### src/common/pwr_tmr_pkg.sv
// constants for the power and timer/external-irq control register bank
package pwr_tmr_pkg;
    // ------------------------------------------------------------
    // register offsets
    // ------------------------------------------------------------
    localparam logic [7:0] POWER_CONTROL_OFS        = 8'h87;
    localparam logic [7:0] TIMER_EXTIRQ_CONTROL_OFS = 8'h88;
    // ------------------------------------------------------------
    // power control field positions
    // ------------------------------------------------------------
    localparam int BAUD_DOUBLE_BIT   = 7;
    localparam int FE_SELECT_BIT     = 6;
    localparam int POWER_ON_FLAG_BIT = 4;
    localparam int GEN_FLAG_ONE_BIT  = 3;
    localparam int GEN_FLAG_ZERO_BIT = 2;
    localparam int POWER_DOWN_BIT    = 1;
    localparam int LIGHT_SLEEP_BIT   = 0;
    // ------------------------------------------------------------
    // timer / external irq control field positions
    // ------------------------------------------------------------
    localparam int T1_OVF_BIT  = 7;
    localparam int T1_RUN_BIT  = 6;
    localparam int T0_OVF_BIT  = 5;
    localparam int T0_RUN_BIT  = 4;
    localparam int X1_FLAG_BIT = 3;
    localparam int X1_TYPE_BIT = 2;
    localparam int X0_FLAG_BIT = 1;
    localparam int X0_TYPE_BIT = 0;
    // ------------------------------------------------------------
    // reset values and power control write mask
    // ------------------------------------------------------------
    localparam logic [7:0] POWER_CONTROL_RST = 8'h00;
    localparam logic [7:0] TIMER_EXTIRQ_RST  = 8'h00;
    localparam logic [7:0] POWER_CONTROL_MSK = 8'hDF;
endpackage

### src/rtl/pin_sync.sv
// two-flop synchroniser plus falling-edge detector for one input pin
`timescale 1ns/1ps
module pin_sync
(
    input  wire logic core_clk,   // system clock
    input  wire logic rst_n,      // async reset, active low
    input  wire logic pin_in,     // raw pin level
    output logic      level_q,    // synchronised level
    output logic      fall        // one-cycle falling-edge pulse
);
    logic meta_q;                 // first stage, read only by level_q
    logic prev_q;                 // previous synchronised sample

    // ------------------------------------------------------------
    // synchroniser; resets high as pins idle high
    // ------------------------------------------------------------
    always_ff @(posedge core_clk or negedge rst_n)
    begin
        if (!rst_n)
        begin
            meta_q  <= 1'b1;
            level_q <= 1'b1;
            prev_q  <= 1'b1;
        end
        else
        begin
            meta_q  <= pin_in;
            level_q <= meta_q;
            prev_q  <= level_q;
        end
    end

    // high then low on successive synchronised samples
    assign fall = prev_q & ~level_q;
endmodule

### src/rtl/pwr_tmr_regs.sv
// power control and timer/external-interrupt control register bank
//
// The implementer's own choice: strobed register access.
`timescale 1ns/1ps
// Function
// - baud double bit doubles serial port rate
// - bit 6 selects mode bit or framing flag
// - power-on flag set by power-on reset or a write of 1
// - bits 3 and 2 are plain flags
// - power-down bit stops all clocks
// - wake from power-down clears its bit
// - both bits set means power-down only
// - light-sleep bit stops cpu clock only
// - wake from light sleep clears its bit
// - timer1 overflow flag set, auto cleared
// - timer0 overflow flag set, auto cleared
// - bit 6 runs timer 1, clear holds count
// - bit 4 runs timer 0, clear holds count
// - type selects choose level or falling edge
// - irq1 edge flag sticky until cleared
// - irq1 level flag is inverted pin, read-only
// - irq0 edge flag sticky until cleared
// - irq0 level flag is inverted pin, read-only
// - timer/irq control resets to zero
module pwr_tmr_regs
    import pwr_tmr_pkg::*;
#(
    parameter int ADDR_W = 8      // register address width
)
(
    input  wire logic              core_clk,
    input  wire logic              rst_n,          // any reset
    input  wire logic              por_n,          // power-on reset only
    input  wire logic [ADDR_W-1:0] reg_addr,
    input  wire logic [7:0]        reg_wdata,
    input  wire logic              reg_wr,
    input  wire logic              reg_rd,
    output logic      [7:0]        reg_rdata,
    input  wire logic              timer1_overflow, // overflow pulse
    input  wire logic              timer0_overflow,
    input  wire logic              timer1_isr_enter, // vector taken
    input  wire logic              timer0_isr_enter,
    input  wire logic              ext_irq1_isr_enter,
    input  wire logic              ext_irq0_isr_enter,
    input  wire logic              wake_event,      // any waking irq
    input  wire logic              ext_irq1_pin,
    input  wire logic              ext_irq0_pin,
    output logic                   serial_baud_double,
    output logic                   frame_error_access_select,
    output logic                   timer1_run,
    output logic                   timer0_run,
    output logic                   ext_irq1_flag,
    output logic                   ext_irq0_flag,
    output logic                   cpu_clk_stop,    // core frozen
    output logic                   periph_clk_stop  // peripherals off
);
    // ------------------------------------------------------------
    // elaboration check
    // ------------------------------------------------------------
    if (ADDR_W < 8)
    begin : g_bad_width
        $error("ADDR_W must be at least 8");
    end

    // ------------------------------------------------------------
    // state
    // ------------------------------------------------------------
    logic [7:0] pctl_q;           // power control, bit 5 reserved
    logic       pof_q;            // power-on flag, own reset
    logic [7:0] tctl_q;           // timer/irq control, edge flags
    logic       x1_lvl;           // synchronised pin levels
    logic       x0_lvl;
    logic       x1_fall;          // falling-edge pulses
    logic       x0_fall;
    logic       wr_pctl;          // decoded write strobes
    logic       wr_tctl;
    logic [7:0] pctl_rd;          // assembled read views
    logic [7:0] tctl_rd;

    function automatic logic hit(input logic [ADDR_W-1:0] a,
                                 input logic [7:0] ofs);
        hit = (a == ADDR_W'(ofs));
    endfunction

    assign wr_pctl = reg_wr & hit(reg_addr, POWER_CONTROL_OFS);
    assign wr_tctl = reg_wr & hit(reg_addr, TIMER_EXTIRQ_CONTROL_OFS);

    // ------------------------------------------------------------
    // pin synchronisers
    // ------------------------------------------------------------
    // synchronised edge detect
    pin_sync u_sync1
    (
        .core_clk (core_clk),
        .rst_n    (rst_n),
        .pin_in   (ext_irq1_pin),
        .level_q  (x1_lvl),
        .fall     (x1_fall)
    );

    pin_sync u_sync0
    (
        .core_clk (core_clk),
        .rst_n    (rst_n),
        .pin_in   (ext_irq0_pin),
        .level_q  (x0_lvl),
        .fall     (x0_fall)
    );

    // ------------------------------------------------------------
    // power-on flag: power-on reset or a write of 1 sets it
    // ------------------------------------------------------------
    // set by power-on, kept by others
    always_ff @(posedge core_clk or negedge por_n)
    begin
        if (!por_n)
            pof_q <= 1'b1;
        else if (wr_pctl)
            pof_q <= reg_wdata[POWER_ON_FLAG_BIT];
    end

    // ------------------------------------------------------------
    // power control register
    // ------------------------------------------------------------
    always_ff @(posedge core_clk or negedge rst_n)
    begin
        if (!rst_n)
            pctl_q <= POWER_CONTROL_RST;
        else if (wr_pctl)
        begin
            pctl_q <= reg_wdata & POWER_CONTROL_MSK;
            if (reg_wdata[POWER_DOWN_BIT])
                pctl_q[LIGHT_SLEEP_BIT] <= 1'b0;
        end
        else if (wake_event)
        begin
            pctl_q[POWER_DOWN_BIT]  <= 1'b0;
            pctl_q[LIGHT_SLEEP_BIT] <= 1'b0;
        end
    end

    assign serial_baud_double        = pctl_q[BAUD_DOUBLE_BIT];
    assign frame_error_access_select = pctl_q[FE_SELECT_BIT];
    assign periph_clk_stop = pctl_q[POWER_DOWN_BIT];
    // light sleep stops only the core
    assign cpu_clk_stop    = pctl_q[POWER_DOWN_BIT]
                           | pctl_q[LIGHT_SLEEP_BIT];

    // ------------------------------------------------------------
    // timer / external irq control register
    // ------------------------------------------------------------
    // all zero after reset
    always_ff @(posedge core_clk or negedge rst_n)
    begin
        if (!rst_n)
            tctl_q <= TIMER_EXTIRQ_RST;
        else
        begin
            // plain read/write bits
            if (wr_tctl)
            begin
                tctl_q[T1_RUN_BIT]  <= reg_wdata[T1_RUN_BIT];
                tctl_q[T0_RUN_BIT]  <= reg_wdata[T0_RUN_BIT];
                tctl_q[X1_TYPE_BIT] <= reg_wdata[X1_TYPE_BIT];
                tctl_q[X0_TYPE_BIT] <= reg_wdata[X0_TYPE_BIT];
            end
            if (timer1_overflow)
                tctl_q[T1_OVF_BIT] <= 1'b1;
            else if (wr_tctl)
                tctl_q[T1_OVF_BIT] <= reg_wdata[T1_OVF_BIT];
            else if (timer1_isr_enter)
                tctl_q[T1_OVF_BIT] <= 1'b0;
            if (timer0_overflow)
                tctl_q[T0_OVF_BIT] <= 1'b1;
            else if (wr_tctl)
                tctl_q[T0_OVF_BIT] <= reg_wdata[T0_OVF_BIT];
            else if (timer0_isr_enter)
                tctl_q[T0_OVF_BIT] <= 1'b0;
            if (tctl_q[X1_TYPE_BIT] && x1_fall)
                tctl_q[X1_FLAG_BIT] <= 1'b1;
            else if (wr_tctl && tctl_q[X1_TYPE_BIT])
                tctl_q[X1_FLAG_BIT] <= reg_wdata[X1_FLAG_BIT];
            else if (ext_irq1_isr_enter || !tctl_q[X1_TYPE_BIT])
                tctl_q[X1_FLAG_BIT] <= 1'b0;
            if (tctl_q[X0_TYPE_BIT] && x0_fall)
                tctl_q[X0_FLAG_BIT] <= 1'b1;
            else if (wr_tctl && tctl_q[X0_TYPE_BIT])
                tctl_q[X0_FLAG_BIT] <= reg_wdata[X0_FLAG_BIT];
            else if (ext_irq0_isr_enter || !tctl_q[X0_TYPE_BIT])
                tctl_q[X0_FLAG_BIT] <= 1'b0;
        end
    end

    assign timer1_run = tctl_q[T1_RUN_BIT];
    assign timer0_run = tctl_q[T0_RUN_BIT];

    // ------------------------------------------------------------
    // visible irq flags: level mode shows inverted pin
    // ------------------------------------------------------------
    // type select picks the source
    assign ext_irq1_flag = tctl_q[X1_TYPE_BIT] ? tctl_q[X1_FLAG_BIT]
                                               : ~x1_lvl;
    assign ext_irq0_flag = tctl_q[X0_TYPE_BIT] ? tctl_q[X0_FLAG_BIT]
                                               : ~x0_lvl;

    // ------------------------------------------------------------
    // read path
    // ------------------------------------------------------------
    always_comb
    begin
        pctl_rd = pctl_q;
        pctl_rd[POWER_ON_FLAG_BIT] = pof_q;
        tctl_rd = tctl_q;
        tctl_rd[X1_FLAG_BIT] = ext_irq1_flag;
        tctl_rd[X0_FLAG_BIT] = ext_irq0_flag;
    end

    // read data one cycle after strobe, zero otherwise
    always_ff @(posedge core_clk or negedge rst_n)
    begin
        if (!rst_n)
            reg_rdata <= 8'h00;
        else if (reg_rd && hit(reg_addr, POWER_CONTROL_OFS))
            reg_rdata <= pctl_rd;
        else if (reg_rd && hit(reg_addr, TIMER_EXTIRQ_CONTROL_OFS))
            reg_rdata <= tctl_rd;
        else
            reg_rdata <= 8'h00;
    end

    // ------------------------------------------------------------
    // checks
    // ------------------------------------------------------------
    chk_t1_set_wins: assert property (@(posedge core_clk) disable iff (!rst_n)
        timer1_overflow |=> tctl_q[T1_OVF_BIT])
        else $error("timer1 overflow flag not set");
    chk_t0_set_wins: assert property (@(posedge core_clk) disable iff (!rst_n)
        timer0_overflow |=> tctl_q[T0_OVF_BIT])
        else $error("timer0 overflow flag not set");
    chk_pd_over_idle: assert property (@(posedge core_clk) disable iff (!rst_n)
        (wr_pctl && reg_wdata[POWER_DOWN_BIT]) |=> !pctl_q[LIGHT_SLEEP_BIT])
        else $error("light sleep set with power-down");
    chk_wake_clears: assert property (@(posedge core_clk) disable iff (!rst_n)
        (wake_event && !wr_pctl) |=> !cpu_clk_stop)
        else $error("wake did not clear sleep bits");
    chk_x1_level: assert property (@(posedge core_clk) disable iff (!rst_n)
        !tctl_q[X1_TYPE_BIT] |-> ext_irq1_flag == !x1_lvl)
        else $error("irq1 level flag wrong");
    chk_x0_level: assert property (@(posedge core_clk) disable iff (!rst_n)
        !tctl_q[X0_TYPE_BIT] |-> ext_irq0_flag == !x0_lvl)
        else $error("irq0 level flag wrong");
    chk_x1_edge: assert property (@(posedge core_clk) disable iff (!rst_n)
        (tctl_q[X1_TYPE_BIT] && x1_fall && !wr_tctl) |=> ext_irq1_flag)
        else $error("irq1 edge not flagged");
    chk_x0_edge: assert property (@(posedge core_clk) disable iff (!rst_n)
        (tctl_q[X0_TYPE_BIT] && x0_fall && !wr_tctl) |=> ext_irq0_flag)
        else $error("irq0 edge not flagged");
    chk_run_write: assert property (@(posedge core_clk) disable iff (!rst_n)
        wr_tctl |=> timer1_run == $past(reg_wdata[T1_RUN_BIT]))
        else $error("timer1 run not written");
    chk_idle_only: assert property (@(posedge core_clk) disable iff (!rst_n)
        (cpu_clk_stop && !periph_clk_stop) |-> pctl_q[LIGHT_SLEEP_BIT])
        else $error("core stopped without sleep");

    cov_power_down: cover property (@(posedge core_clk) periph_clk_stop);
    cov_light_sleep: cover property (@(posedge core_clk)
        cpu_clk_stop && !periph_clk_stop);
    cov_edge_flag: cover property (@(posedge core_clk)
        tctl_q[X0_TYPE_BIT] && x0_fall);

    // ------------------------------------------------------------
    // further checks: power-on, edge, general and run flags, and clock stops
    // ------------------------------------------------------------
    // power-on flag moves only on a write; warm resets keep it
    chk_pof_hold: assert property (@(posedge core_clk) disable iff (!rst_n)
        !wr_pctl |=> $stable(pof_q))
        else $error("power-on flag changed without write");
    // stored edge flag must be empty while in level mode
    chk_x1_lvl_clr: assert property (@(posedge core_clk) disable iff (!rst_n)
        !tctl_q[X1_TYPE_BIT] |=> !tctl_q[X1_FLAG_BIT])
        else $error("irq1 stored flag kept in level mode");
    chk_x0_lvl_clr: assert property (@(posedge core_clk) disable iff (!rst_n)
        !tctl_q[X0_TYPE_BIT] |=> !tctl_q[X0_FLAG_BIT])
        else $error("irq0 stored flag kept in level mode");
    // general flag at GEN_FLAG_ONE_BIT takes exactly what software wrote
    chk_gen_flags: assert property (@(posedge core_clk) disable iff (!rst_n)
        wr_pctl |=> pctl_q[GEN_FLAG_ONE_BIT]
            == $past(reg_wdata[GEN_FLAG_ONE_BIT]))
        else $error("general flag not written");
    chk_t0_write: assert property (@(posedge core_clk) disable iff (!rst_n)
        wr_tctl |=> timer0_run == $past(reg_wdata[T0_RUN_BIT]))
        else $error("timer0 run not written");
    // power-down is a superset of light sleep
    chk_pd_all: assert property (@(posedge core_clk) disable iff (!rst_n)
        periph_clk_stop |-> cpu_clk_stop)
        else $error("peripherals stopped but core running");

    // wake out of the deepest mode, and an irq1 edge capture
    cov_pd_wake: cover property (@(posedge core_clk)
        periph_clk_stop && wake_event);
    cov_x1_edge: cover property (@(posedge core_clk)
        tctl_q[X1_TYPE_BIT] && x1_fall);
endmodule

### config.mk
export PLATFORM = sky130hd
export DESIGN_NAME = pwr_tmr_regs
export DESIGN_NICKNAME = d
export VERILOG_FILES = /design/src/common/pwr_tmr_pkg.sv /design/src/rtl/pin_sync.sv /design/src/rtl/pwr_tmr_regs.sv
export SDC_FILE = /design/constraint.sdc
export NUM_CORES = 1
export LEC_CHECK = 0
export BUFFER_PORTS_ARGS = -buffer_cell sky130_fd_sc_hd__buf_2
export CAP_MARGIN = 20
export CORE_MARGIN = 3
export CORE_UTILIZATION = 50
export DETAILED_ROUTE_END_ITERATION = 8
export MAX_ROUTING_LAYER = met4
export PLACE_DENSITY = 0.81
export SETUP_SLACK_MARGIN = 0.02
export SYNTH_ARGS = -nofsm -noshare
export SYNTH_HDL_FRONTEND = slang
export SYNTH_SLANG_ARGS = --single-unit
### constraint.sdc
create_clock -name core_clk -period 2.8 [get_ports core_clk]
set_clock_uncertainty 0.2 [all_clocks]
set_input_delay 0.56 -clock core_clk [delete_from_list [all_inputs] [get_ports core_clk]]
set_output_delay 0.56 -clock core_clk [all_outputs]
set_load 0.01 [all_outputs]
== Yosys cells after proc, flatten, opt, wreduce, memory -nomap -nowiden ==
Cells that the tools add are included.
Widths: inputs -> output; s select.

* Register bits: 30
* Input port bits: 30
* Output and inout bits: 16

* Equal/unequal tests: 2
* Muxes and demuxes: 19
* Bitwise logic cells: 7
* Reduce and logical (&&, ||, !) cells: 15

{| class="wikitable"
|+ Operators by type and width
! kind !! number
|-
| $eq 8x8->1 const B || 2
|-
| $mux 8 || 2
|-
| $mux 1 || 15
|-
| $reduce_bool 3->1 || 4
|-
| $logic_and 1x1->1 || 6
|-
| $and 1x1->1 || 4
|-
| $mux 2 || 2
|-
| $logic_not 1->1 || 2
|-
| $logic_or 1x1->1 || 2
|-
| $not 1->1 || 2
|-
| $reduce_bool 2->1 || 1
|-
| $or 1x1->1 || 1
|}

== Logic depth before layout (Yosys ltp) ==
Gate-level depths: netlist of the first run.

* Depth in word-level cells: 5
* Gate-level depth with buffers: 4
* Mapped depth without buffers: 3

== Cells and area by module ==
Synthesis of the first run repeated with hierarchy kept, for this count alone.

* Cell total of the unflattened synthesis: 95
* Area total of the unflattened synthesis: 1226.2 um^2

{| class="wikitable"
|+ Modules (own cells, without submodules)
! module !! instances !! cells each !! area an instance (um^2)
|-
| pwr_tmr_regs || 1 || 87 || 1041.0
|-
| pin_sync || 2 || 4 || 92.6
|}

== Worst setup path after synthesis of the first run ==
Ideal clock, no wire load.

* Path kind: input-to-reg
* Start: input port reg_addr[6]
* End: register pctl_q[1]
* Data arrival time: 1.482 ns
* Slack: 0.993 ns
* Stages: 3
* Buffers on the path: 0
* Cell sequence: nor4b_4 > nand3_2 > mux2_2

* Word-level cells in the longest chain between the ends: 3
* Elaborated cells between the ends (all ways): 4
* Those cells by class: eq/ne: 1; mux: 1; bitwise: 1; reduce/logical: 1

{| class="wikitable"
|+ RTL lines
! element !! line !! source
|-
| start: declaration || pwr_tmr_regs.sv:34 || <nowiki>input wire logic [ADDR_W-1:0] reg_addr,</nowiki>
|-
| $eq 8x8->1 (*) || pwr_tmr_regs.sv:82 || <nowiki>hit = (a == ADDR_W'(ofs));</nowiki>
|-
| $and 1x1->1 (*) || pwr_tmr_regs.sv:85 || <nowiki>assign wr_pctl = reg_wr & hit(reg_addr, POWER_CONTROL_OFS);</nowiki>
|-
| $mux 2 or $reduce_bool 2->1 (tied branches) || - ||
|-
| end signal: assignment || pwr_tmr_regs.sv:131 || <nowiki>pctl_q <= reg_wdata & POWER_CONTROL_MSK;</nowiki>
|-
| end: declaration || pwr_tmr_regs.sv:68 || <nowiki>logic [7:0] pctl_q;</nowiki>
|}

Mark *: on every way between the ends. The rest lies on a longest branch, timed or not.
A chain may end at the register's enable or synchronous reset.

== Worst setup path after layout of the first run ==
* Start: register u_sync0.level_q
* End: output port ext_irq0_flag

* Word-level cells in the longest chain between the ends: 2

{| class="wikitable"
|+ RTL lines
! element !! line !! source
|-
| start: declaration || pin_sync.sv:8 || <nowiki>output logic level_q,</nowiki>
|-
| start signal: assignment || pin_sync.sv:28 || <nowiki>level_q <= meta_q;</nowiki>
|-
| $not 1->1 || pwr_tmr_regs.sv:204 || <nowiki>: ~x0_lvl;</nowiki>
|-
| $mux 1 || pwr_tmr_regs.sv:203 || <nowiki>assign ext_irq0_flag = tctl_q[X0_TYPE_BIT] ? tctl_q[X0_FLAG_BIT]</nowiki>
|-
| end: declaration || pwr_tmr_regs.sv:53 || <nowiki>output logic ext_irq0_flag,</nowiki>
|}

Every way passes these cells.

==> summary.md, run 1 <==
| Metric | Value |
|---|---|
| Post-Route Setup TNS | 0 ps |
| Post-synthesis sequential area ratio | 60.2% |
| First-pass GRT wire length | 4.56 mm |
| Share of cells above drive strength 1 | 54.4% |
| Post-route minimum period | 2130 ps |
| Slew @ Worst Pin | 595 ps |
| HP Class | in2async |
| Syn Nets | 124 |
| Area grow syn2layout | 26.3% |
| I/O pin cnt | 46 |
| Cell Area, Placed | 1480 um^2 |
| Initial detailed-routing violation count | 20 |
| Final worst slack | approximately 670 ps |
| Mapped Avg Cell Area | 13.0 um^2 |
| Area leader, netlist | dfrtp_1 |
| Clock Tree Buf Depth | 2 |
| CP max FO | 3 |
| Final Wtd Congestion | 0.761 |
| CTS resizes | 0 |
| 1st-pass router iterations | 4 |
| Crit-path max cell delay | 550 ps |
| Cells after DPL | 166 |
| Final cell count without fillers | 175 |
| Gr usage total | 20.8% |
| Post-route cell area | 1540 um^2 |
| Most frequent cells in the layout | buf_2, dfrtp_1, nor2_1, mux2_2, dfstp_2 |
| Maximum Capacitance Violations | 0 |
| Commonest non-fill, non-tap cell in the layout | buf_2 |
| R2r startpoint | u_sync1.level_q$_DFF_PN1_ |
| Root Buffer | clkbuf_4 |
| Via density | between 5 and 6 |
| HPWL Detailed | 2.04 mm |
| Post-Place Setup Slack | 691 ps |
| Number of port buffers | 45 |
| Final slew viol count | 0 |
| Initial antenna violation count | 0 |
| DR vias | slightly above 900 |
| Die area | between 3000 and 4000 um^2 |
| Reg2reg path depth | 3 |
| CTS Buf Count | 5 |
| Leading post-synthesis cells by cell area | dfrtp_1, dfstp_2, mux2_2, nor4b_4, a22oi_1 |
| Seq cells post-synth | 29 |
| Worst-path clk slew | roughly 100 ps |
| Startpoint Class | flop |
| Mapped Area | 1220 um^2 |
| Filler instances | 190 |
| CP endpoint kind | primary output |
| Data required time of the critical path | 2040 ps |
| Rel. slew slack | 60.4% |
| Power Dens Cells | 491 nW/um^2 |
| Total Wirelength | between 2 and 3 mm |
| Die height | 55.4 um |
| CP Class | reg2out |
| Die span in x | 55.4 um |
| Post-synth top area share | a little under half |
| Netlist cell types | 22 |
| Core Box Area | 2250 um^2 |
| R2r setup slk | 1600 ps |
| Leak | 0.796 nW |
| Final nets | 176 |
| Gate count after technology mapping | between 90 and 100 |
| CTS Sinks | 29 |
| Remaining DRCs | 0 |
| Final Cycle Share | 76.1% |
| RSZ-0062 raised after global routing | false |
| Reg2reg end | reg_rdata[3]$_DFF_PN0_ |
| # diodes | 0 |
| Maximum vdd drop | between 0.3 and 0.4 mV |
| CTS tree | done |
| Synth warnings | 0 |
| Wirelength per Cell | about 16 um |
| GRT overflow | 0 |
| Worst endpoint data arrival time | 1370 ps |
| Max Fclk | 469 MHz |
| Slowest CP cell | dfstp_2 |
| Worst-path cell chain | nor2_1, or2_2, buf_2 |
| Clock latency on the worst-skew pair | 340 ps |
| Htree depth | 2 |
| Final Hold Viols | 0 |
| FP Rows | 17 |
| Starting Density | 54.1% |
| Via count of the first global-routing pass | slightly below 1000 |
| Final setup fails | 0 |
| Routed Antenna Nets | 0 |
| Largest net degree at the start of global routing | 29 |
| Status | finished clean |
-- per-layer routing --
metal | share of wire, % | GRT usage (%) | up-vias | wire, um
met5 | 0 | - | - | 0
met4 | 2.1 | 9.38 | 0 | 57
met3 | 6.2 | 7.94 | 7 | 172
met2 | 56 | 36.1 | 33 | 1560
met1 | 35 | 20.3 | 457 | 978
li1 | - | - | 434 | -
-- how the worst max path moves through the flow --
stage                                 end  cells past startpoint  slack [ps]                 startpoint
floorplan           pctl_q[1]$_DFFE_PN0P_                      3         990                reg_addr[6]
global placement    tctl_q[3]$_DFFE_PN0P_                      5         720                reg_addr[1]
detailed placement  pctl_q[2]$_DFFE_PN0P_                      4         690                reg_addr[6]
CTS                         ext_irq0_flag                      3         650  u_sync0.level_q$_DFF_PN1_
global route                ext_irq1_flag                      3         610  u_sync1.level_q$_DFF_PN1_
finish                      ext_irq0_flag                      3         670  u_sync0.level_q$_DFF_PN1_
-- cells in the mapped netlist --
cell type / n
a21oi_1: 4
nor2b_1: 3
nor4b_4: 2
nand2b_1: 2
or2_2: 3
buf_4: 1
and2_1: 2
buf_2: 1
and4b_1: 1
mux2i_1: 3
dfstp_2: 7
o21ai_0: 2
nor2_1: 10
dfrtp_1: 22
nand3_2: 2
o31a_1: 2
a22oi_1: 5
a311oi_1: 2
mux2_2: 10
and4_2: 2
inv_1: 4
nand2_1: 4
-- critical path: cells and delay by family (launching register included) --
family                 cells  cell delay, ps
flip-flops                 1             550
buffers and inverters      1             140
AND/OR/NAND/NOR            2             350
-- power breakdown --
part           switching, W  internal [W]  leakage [nW]
registers        0.00000890      0.000436         0.373
logic             0.0000341     0.0000321         0.393
clock network      0.000150     0.0000944        0.0310
total              0.000193      0.000562         0.796
-- cell type report --
class | instances | area [um^2] | area share (%)
sequential | 29 | 734 | 47.7
clock buffer | 5 | 37.5 | 2.44
tap | 28 | 35.0 | 2.27
multi-input combinational | 59 | 458 | 29.7
clock inverter | 3 | 17.5 | 1.14
inverter | 4 | 15.0 | 0.975
timing repair buffer | 47 | 243 | 15.8
-- cells by family (layout without fill, tap and decap cells) --
logic type             Yosys count  count (layout)  synth area share (%)
and+or+nand+nor                 31              31                  17.4
muxes                           13              13                  11.7
AOI/OAI and AO/OA               15              15                  8.41
buffers and inverters            6              59                  2.26
DFF                             29              29                  60.2
-- state kept, by name, summed over array words and instances, names as in the netlist --
name	cells
pctl_q	6
pof_q	1
reg_rdata	8
tctl_q	8
u_sync0.level_q	1
u_sync0.meta_q	1
u_sync0.prev_q	1
u_sync1.level_q	1
u_sync1.meta_q	1
u_sync1.prev_q	1
-- stage by stage --
stage	hold WS, ps	utilization, %	total power [W]
floorplan	64.4	-	0.000473
global placement	146	65.4	0.000513
detailed placement	149	65.4	0.000518
CTS	24.5	68.3	0.000762
global route	38.7	68.3	0.000794
finish	12.1	68.3	0.000756
-- repair_timing --
item                                   in CTS  in global routing
hold buffers                                1                  0
buffers inserted                            0                  0
endpoints found under the hold margin       1                  0
Note: power is estimated with default switching activity, not from simulation.
==> inputs of run 2 (changes only) <==
- CORE_UTILIZATION: 50 -> 47
- PLACE_DENSITY: 0.81 -> 0.77
- clock period: 2.8 -> 2.1 ns (I/O delays scaled with it)
==> run 2 against run 1 <==
  * Combinational power is 41% higher
  * Power up 35%
  * Sequential cell count stayed put
  * Die area increased by 5.7%
  * Sequential power up 33%
==> summary.md, run 2 (synthesized netlist as in run 1, its figures left out) <==
| Metric | Value |
|---|---|
| Post-route minimum period | 1970 ps |
| CP max FO | 3 |
| Via count of the first global-routing pass | 940 |
| FP Rows | 17 |
| Gr usage total | 18.2% |
| DR vias | around 940 |
| Net Sw Power | 0.000230 W |
| CTS Buf Count | 5 |
| First-pass GRT wire length | roughly 4.3 mm |
| Data required time of the critical path | 1480 ps |
| Final Cycle Share | between 90% and 100% |
| Starting Density | 52.1% |
| Routed Antenna Nets | 0 |
| Final Total Pwr | 0.00102 W |
| Total Wirelength | 2.67 mm |
| Htree depth | 2 |
| Via density | 5.24 |
| Max Fclk | 508 MHz |
| Die height | 56.9 um |
| Maximum vdd drop | 0.513 mV |
| # diodes | 0 |
| Startpoint Class | flop |
| Final nets | 181 |
| Die span in x | 56.9 um |
| Final Hold Viols | 0 |
| Comb pwr share | 9.1% |
| Status | finished clean |
| Rel. slew slack | 59.4% |
| Largest registers | reg_rdata x8, tctl_q x8, pctl_q x6 |
| Commonest non-fill, non-tap cell in the layout | buf_2 |
| Post-Route Setup TNS | 0 ps |
| CP endpoint kind | primary output |
| Wirelength per Cell | between 10 and 15 um |
| Initial antenna violation count | 0 |
| RSZ-0062 raised after global routing | false |
| Power Internal | 0.000793 W |
| Largest net degree at the start of global routing | 29 |
| Slew @ Worst Pin | between 600 and 700 ps |
| Worst-path clk slew | about 90 ps |
| Most frequent cells in the layout | buf_2, dfrtp_1, nor2_1, mux2_2, dfstp_2 |
| Die area | 3240 um^2 |
| Root Buffer | clkbuf_4 |
| CTS tree | done |
| Worst endpoint data arrival time | 1350 ps |
| Core Box Area | ~2300 um^2 |
| Area grow syn2layout | 30.3% |
| Clock latency on the worst-skew pair | ~320 ps |
| 1st-pass router iterations | 4 |
| Number of port buffers | 45 |
| CTS Sinks | 29 |
| Switching portion of total power | roughly 22% |
| Initial detailed-routing violation count | 24 |
| HPWL Detailed | 1.98 mm |
| GRT overflow | 0 |
| Final setup fails | 0 |
| Final slew viol count | 0 |
| Maximum Capacitance Violations | 0 |
| Fraction of power consumed by sequential logic | 57.8% |
| I/O pin cnt | 46 |
| Final Wtd Congestion | ~0.75 |
| HP Class | in2reg |
| CP Class | reg2out |
| Remaining DRCs | 0 |
| Power Dens Cells | 644 nW/um^2 |
| Leak | 0.821 nW |
| Clock Tree Buf Depth | 2 |
| Clock power share | approximately a third |
| Share of cells above drive strength 1 | between 50 and 60% |
==> run 2: path summary, 6_finish.rpt <==
check	startpoint	to	slack (ps)	depth (start not counted)
max reg2reg	u_sync0.level_q$_DFF_PN1_	reg_rdata[1]$_DFF_PN0_	910	3
min	reg_wdata[7]	pctl_q[7]$_DFFE_PN0P_	140	2
max in group asynchronous	rst_n	reg_rdata[7]$_DFF_PN0_	850	2
min in group asynchronous	por_n	pof_q$_DFFE_PN1P_	360	2
min reg2reg	u_sync1.meta_q$_DFF_PN1_	u_sync1.level_q$_DFF_PN1_	160	0
max	u_sync0.level_q$_DFF_PN1_	ext_irq0_flag	130	3
==> run 2: power groups by stage <==
stage | clock network, W | registers, W | logic (W)
global placement | 0 | 0.000601 | 0.0000857
CTS | 0.000354 | 0.000592 | 0.0000949
finish | 0.000338 | 0.000592 | 0.0000935
global route | 0.000381 | 0.000594 | 0.000103
floorplan | 0 | 0.000601 | 0.0000295
detailed placement | 0 | 0.000602 | 0.0000891
==> run 2: timing repair <==
item / 4_1_cts / 5_1_grt
endpoints found under the hold margin: 25 / 0
hold buffers: 4 / 0
gates resized for setup: 0 / 0
setup buffers: 0 / 0
==> run 2: area by class of cell <==
class	count	area [um^2]
sequential	29	734
tap	28	35.0
timing repair buffer	52	288
inverter	4	15.0
fill	190	751
clock buffer	8	58.8
multi-input combinational	59	458
==> run 2: metal layers <==
metal | GRT usage, % | up-vias | routed length [um]
met1 | 22.1 | 449 | 1110
met2 | 28.5 | 43 | 1330
met4 | 5.96 | 0 | 18
met3 | 6.11 | 2 | 210
li1 | - | 449 | -
met5 | - | - | 0
==> run 2: per-stage QoR <==
stage / instances / setup slack, ps / area [um^2] / util (%) / hold slack (ps)
floorplan: 94 / 433 / 1220 / - / -75.6
global placement: 168 / 293 / 1490 / 63.7 / 147
detailed placement: 168 / 263 / 1490 / 63.7 / 151
CTS: 180 / 117 / 1590 / 67.9 / 125
global route: 180 / 83.9 / 1590 / 67.9 / 116
finish: 180 / 133 / 1590 / 67.9 / 143
==> run 2: worst max-delay path: stages (launching register included) <==
cell and delay (ps):
dfstp_2 550, nor2_1 50, or2_2 300, buf_2 140
==> inputs of run 3 (changes only) <==
- CELL_PAD_IN_SITES_DETAIL_PLACEMENT: unset -> 1
- CELL_PAD_IN_SITES_GLOBAL_PLACEMENT: unset -> 2
- CORE_UTILIZATION: 47 -> 30
- PLACE_DENSITY: 0.77 -> unset
- PLACE_DENSITY_LB_ADDON: unset -> 0.1
==> run 3 against run 2 <==
  * Final cell count increased by 10%
  * First-iteration DRC count grew 13%
  * Sequential power hardly changed
  * Wire length rose by 13%
  * Count of clock-buffer cells in the layout decreased by 2
  * Power grew 9.4%
  * Global-route usage decreased by 4.3 points
  * Critical path depth is the same
  * Sequential cell count unchanged
  * Clock power increased by 29%
  * Largest power group unchanged
==> summary.md, run 3 (synthesized netlist as in run 1, its figures left out) <==
| Metric | Value |
|---|---|
| Status | finished clean |
| Maximum vdd drop | between 0.3 and 0.4 mV |
| WL met2 | 1.62 mm |
| Critical path origin | u_sync1.level_q$_DFF_PN1_ |
| Hold slack | 42.6 ps |
| Gr usage total | 13.9% |
| Initial detailed-routing violation count | 27 |
| Startpoint Class | flop |
| Maximum Capacitance Violations | 0 |
| CTS resizes | 0 |
| Post-Place Setup Slack | 206 ps |
| CP endpoint kind | primary output |
| Commonest non-fill, non-tap cell in the layout | buf_2 |
| Routed Antenna Nets | 0 |
| Final Cycle Share | 90.9% |
| Via density | 4.66 |
| Final setup fails | 0 |
| WL met3 | 125 um |
| CTS Buf Count | 5 |
| GRT overflow | 0 |
| Die height | 69.8 um |
| Largest registers | reg_rdata x8, tctl_q x8, pctl_q x6 |
| Wirelength per Cell | about 15 um |
| # diodes | 0 |
| Data required time of the critical path | 1480 ps |
| 1st-pass router iterations | 4 |
| Die span in x | 69.8 um |
| Clock Tree Buf Depth | 2 |
| CTS Sinks | 29 |
| Post-Route Setup TNS | 0 ps |
| DRT met1 WL | 1.26 mm |
| Rel. slew slack | 58.4% |
| CTS tree | done |
| First-pass GRT wire length | 5.11 mm |
| Max Fclk | 524 MHz |
| HP Class | in2reg |
| Final cell count without fillers | 198 |
| Initial antenna violation count | 0 |
| HPWL Detailed | approximately 2.2 mm |
| Number of setup buffers added after CTS | 0 |
| Starting Density | between 30% and 40% |
| DR vias | 923 |
| Root Buffer | clkbuf_8 |
| Core Box Area | 3800 um^2 |
| Remaining DRCs | 0 |
| Leak | between 0.8 and 0.9 nW |
| Worst-path clk slew | approximately 60 ps |
| FP Rows | 22 |
| Area grow syn2layout | 32.6% |
| I/O pin cnt | 46 |
| Largest net degree at the start of global routing | 29 |
| Most frequent cells in the layout | buf_2, dfrtp_1, nor2_1, mux2_2, dfstp_2 |
| R2r startpoint | u_sync0.level_q$_DFF_PN1_ |
| Worst endpoint data arrival time | 1290 ps |
| Htree depth | 2 |
| Post-route minimum period | approximately 1900 ps |
| Hold-fix buffers, CTS | 2 |
| CP max FO | 3 |
| Clock latency on the worst-skew pair | around 270 ps |
| RSZ-0062 raised after global routing | false |
| Final Hold Viols | 0 |
| Die area | 4870 um^2 |
| Power Dens Cells | 692 nW/um^2 |
| Slew @ Worst Pin | approximately 620 ps |
| CP Class | reg2out |
| Number of port buffers | 45 |
| Final worst slack | 192 ps |
| Hold path startpoint | ext_irq1_pin |
| Via count of the first global-routing pass | 1041 |
| Cells after DPL | approximately 190 |
| Final nets | 179 |
| Final Wtd Congestion | between 0.7 and 0.8 |
| Final slew viol count | 0 |
| Share of cells above drive strength 1 | between 50% and 60% |
| Total Wirelength | 3.02 mm |
| Filler instances | 439 |
| DR top layer | met4 |
[run 3: through the flow]
stage	power [W]	util, %	area, um^2
after CTS	0.00114	42.6	1620
after detailed placement	0.000694	39.9	1520
final	0.00112	42.6	1620
after global routing	0.00118	42.6	1620
after global placement	0.000690	39.9	1520
after floorplan	0.000631	-	1220
[run 3: path summary, 6_finish.rpt]
| check | slack (ps) | cells past startpoint | endpoint |
|---|---|---|---|
| max | 190 | 3 | ext_irq1_flag |
| min reg2reg | 160 | 0 | u_sync1.level_q$_DFF_PN1_ |
| min in group asynchronous | 400 | 2 | pof_q$_DFFE_PN1P_ |
| max in group asynchronous | 780 | 2 | pctl_q[0]$_DFFE_PN0P_ |
| min | 40 | 1 | u_sync1.meta_q$_DFF_PN1_ |
| max reg2reg | 920 | 3 | reg_rdata[1]$_DFF_PN0_ |
[run 3: power by group]
group | total [W] | internal, W | switching [W]
clock network | 0.000436 | 0.000229 | 0.000207
registers | 0.000593 | 0.000582 | 0.0000108
logic | 0.0000912 | 0.0000451 | 0.0000461
total | 0.00112 | 0.000856 | 0.000264
[run 3: critical path, stage by stage, from the launching register on]
cell     delay (ps)
dfstp_2         550
nor2_1           50
or2_2           290
buf_2           140
[run 3: per-layer routing]
layer | track usage [%] | vias up
li1 | - | 442
met1 | 15.7 | 459
met2 | 23.8 | 20
met3 | 4.06 | 2
met4 | 3.83 | 0
met5 | - | -
[run 3: layout make-up]
cell class	count	area [um^2]	area share, %
clock buffers	6	72.6	4.49
clock inverters	2	10.0	0.619
inverters	4	15.0	0.928
multi-input cells	59	458	28.3
flip-flops and latches	29	734	45.4
well taps	48	60.1	3.71
repair buffers	50	268	16.6
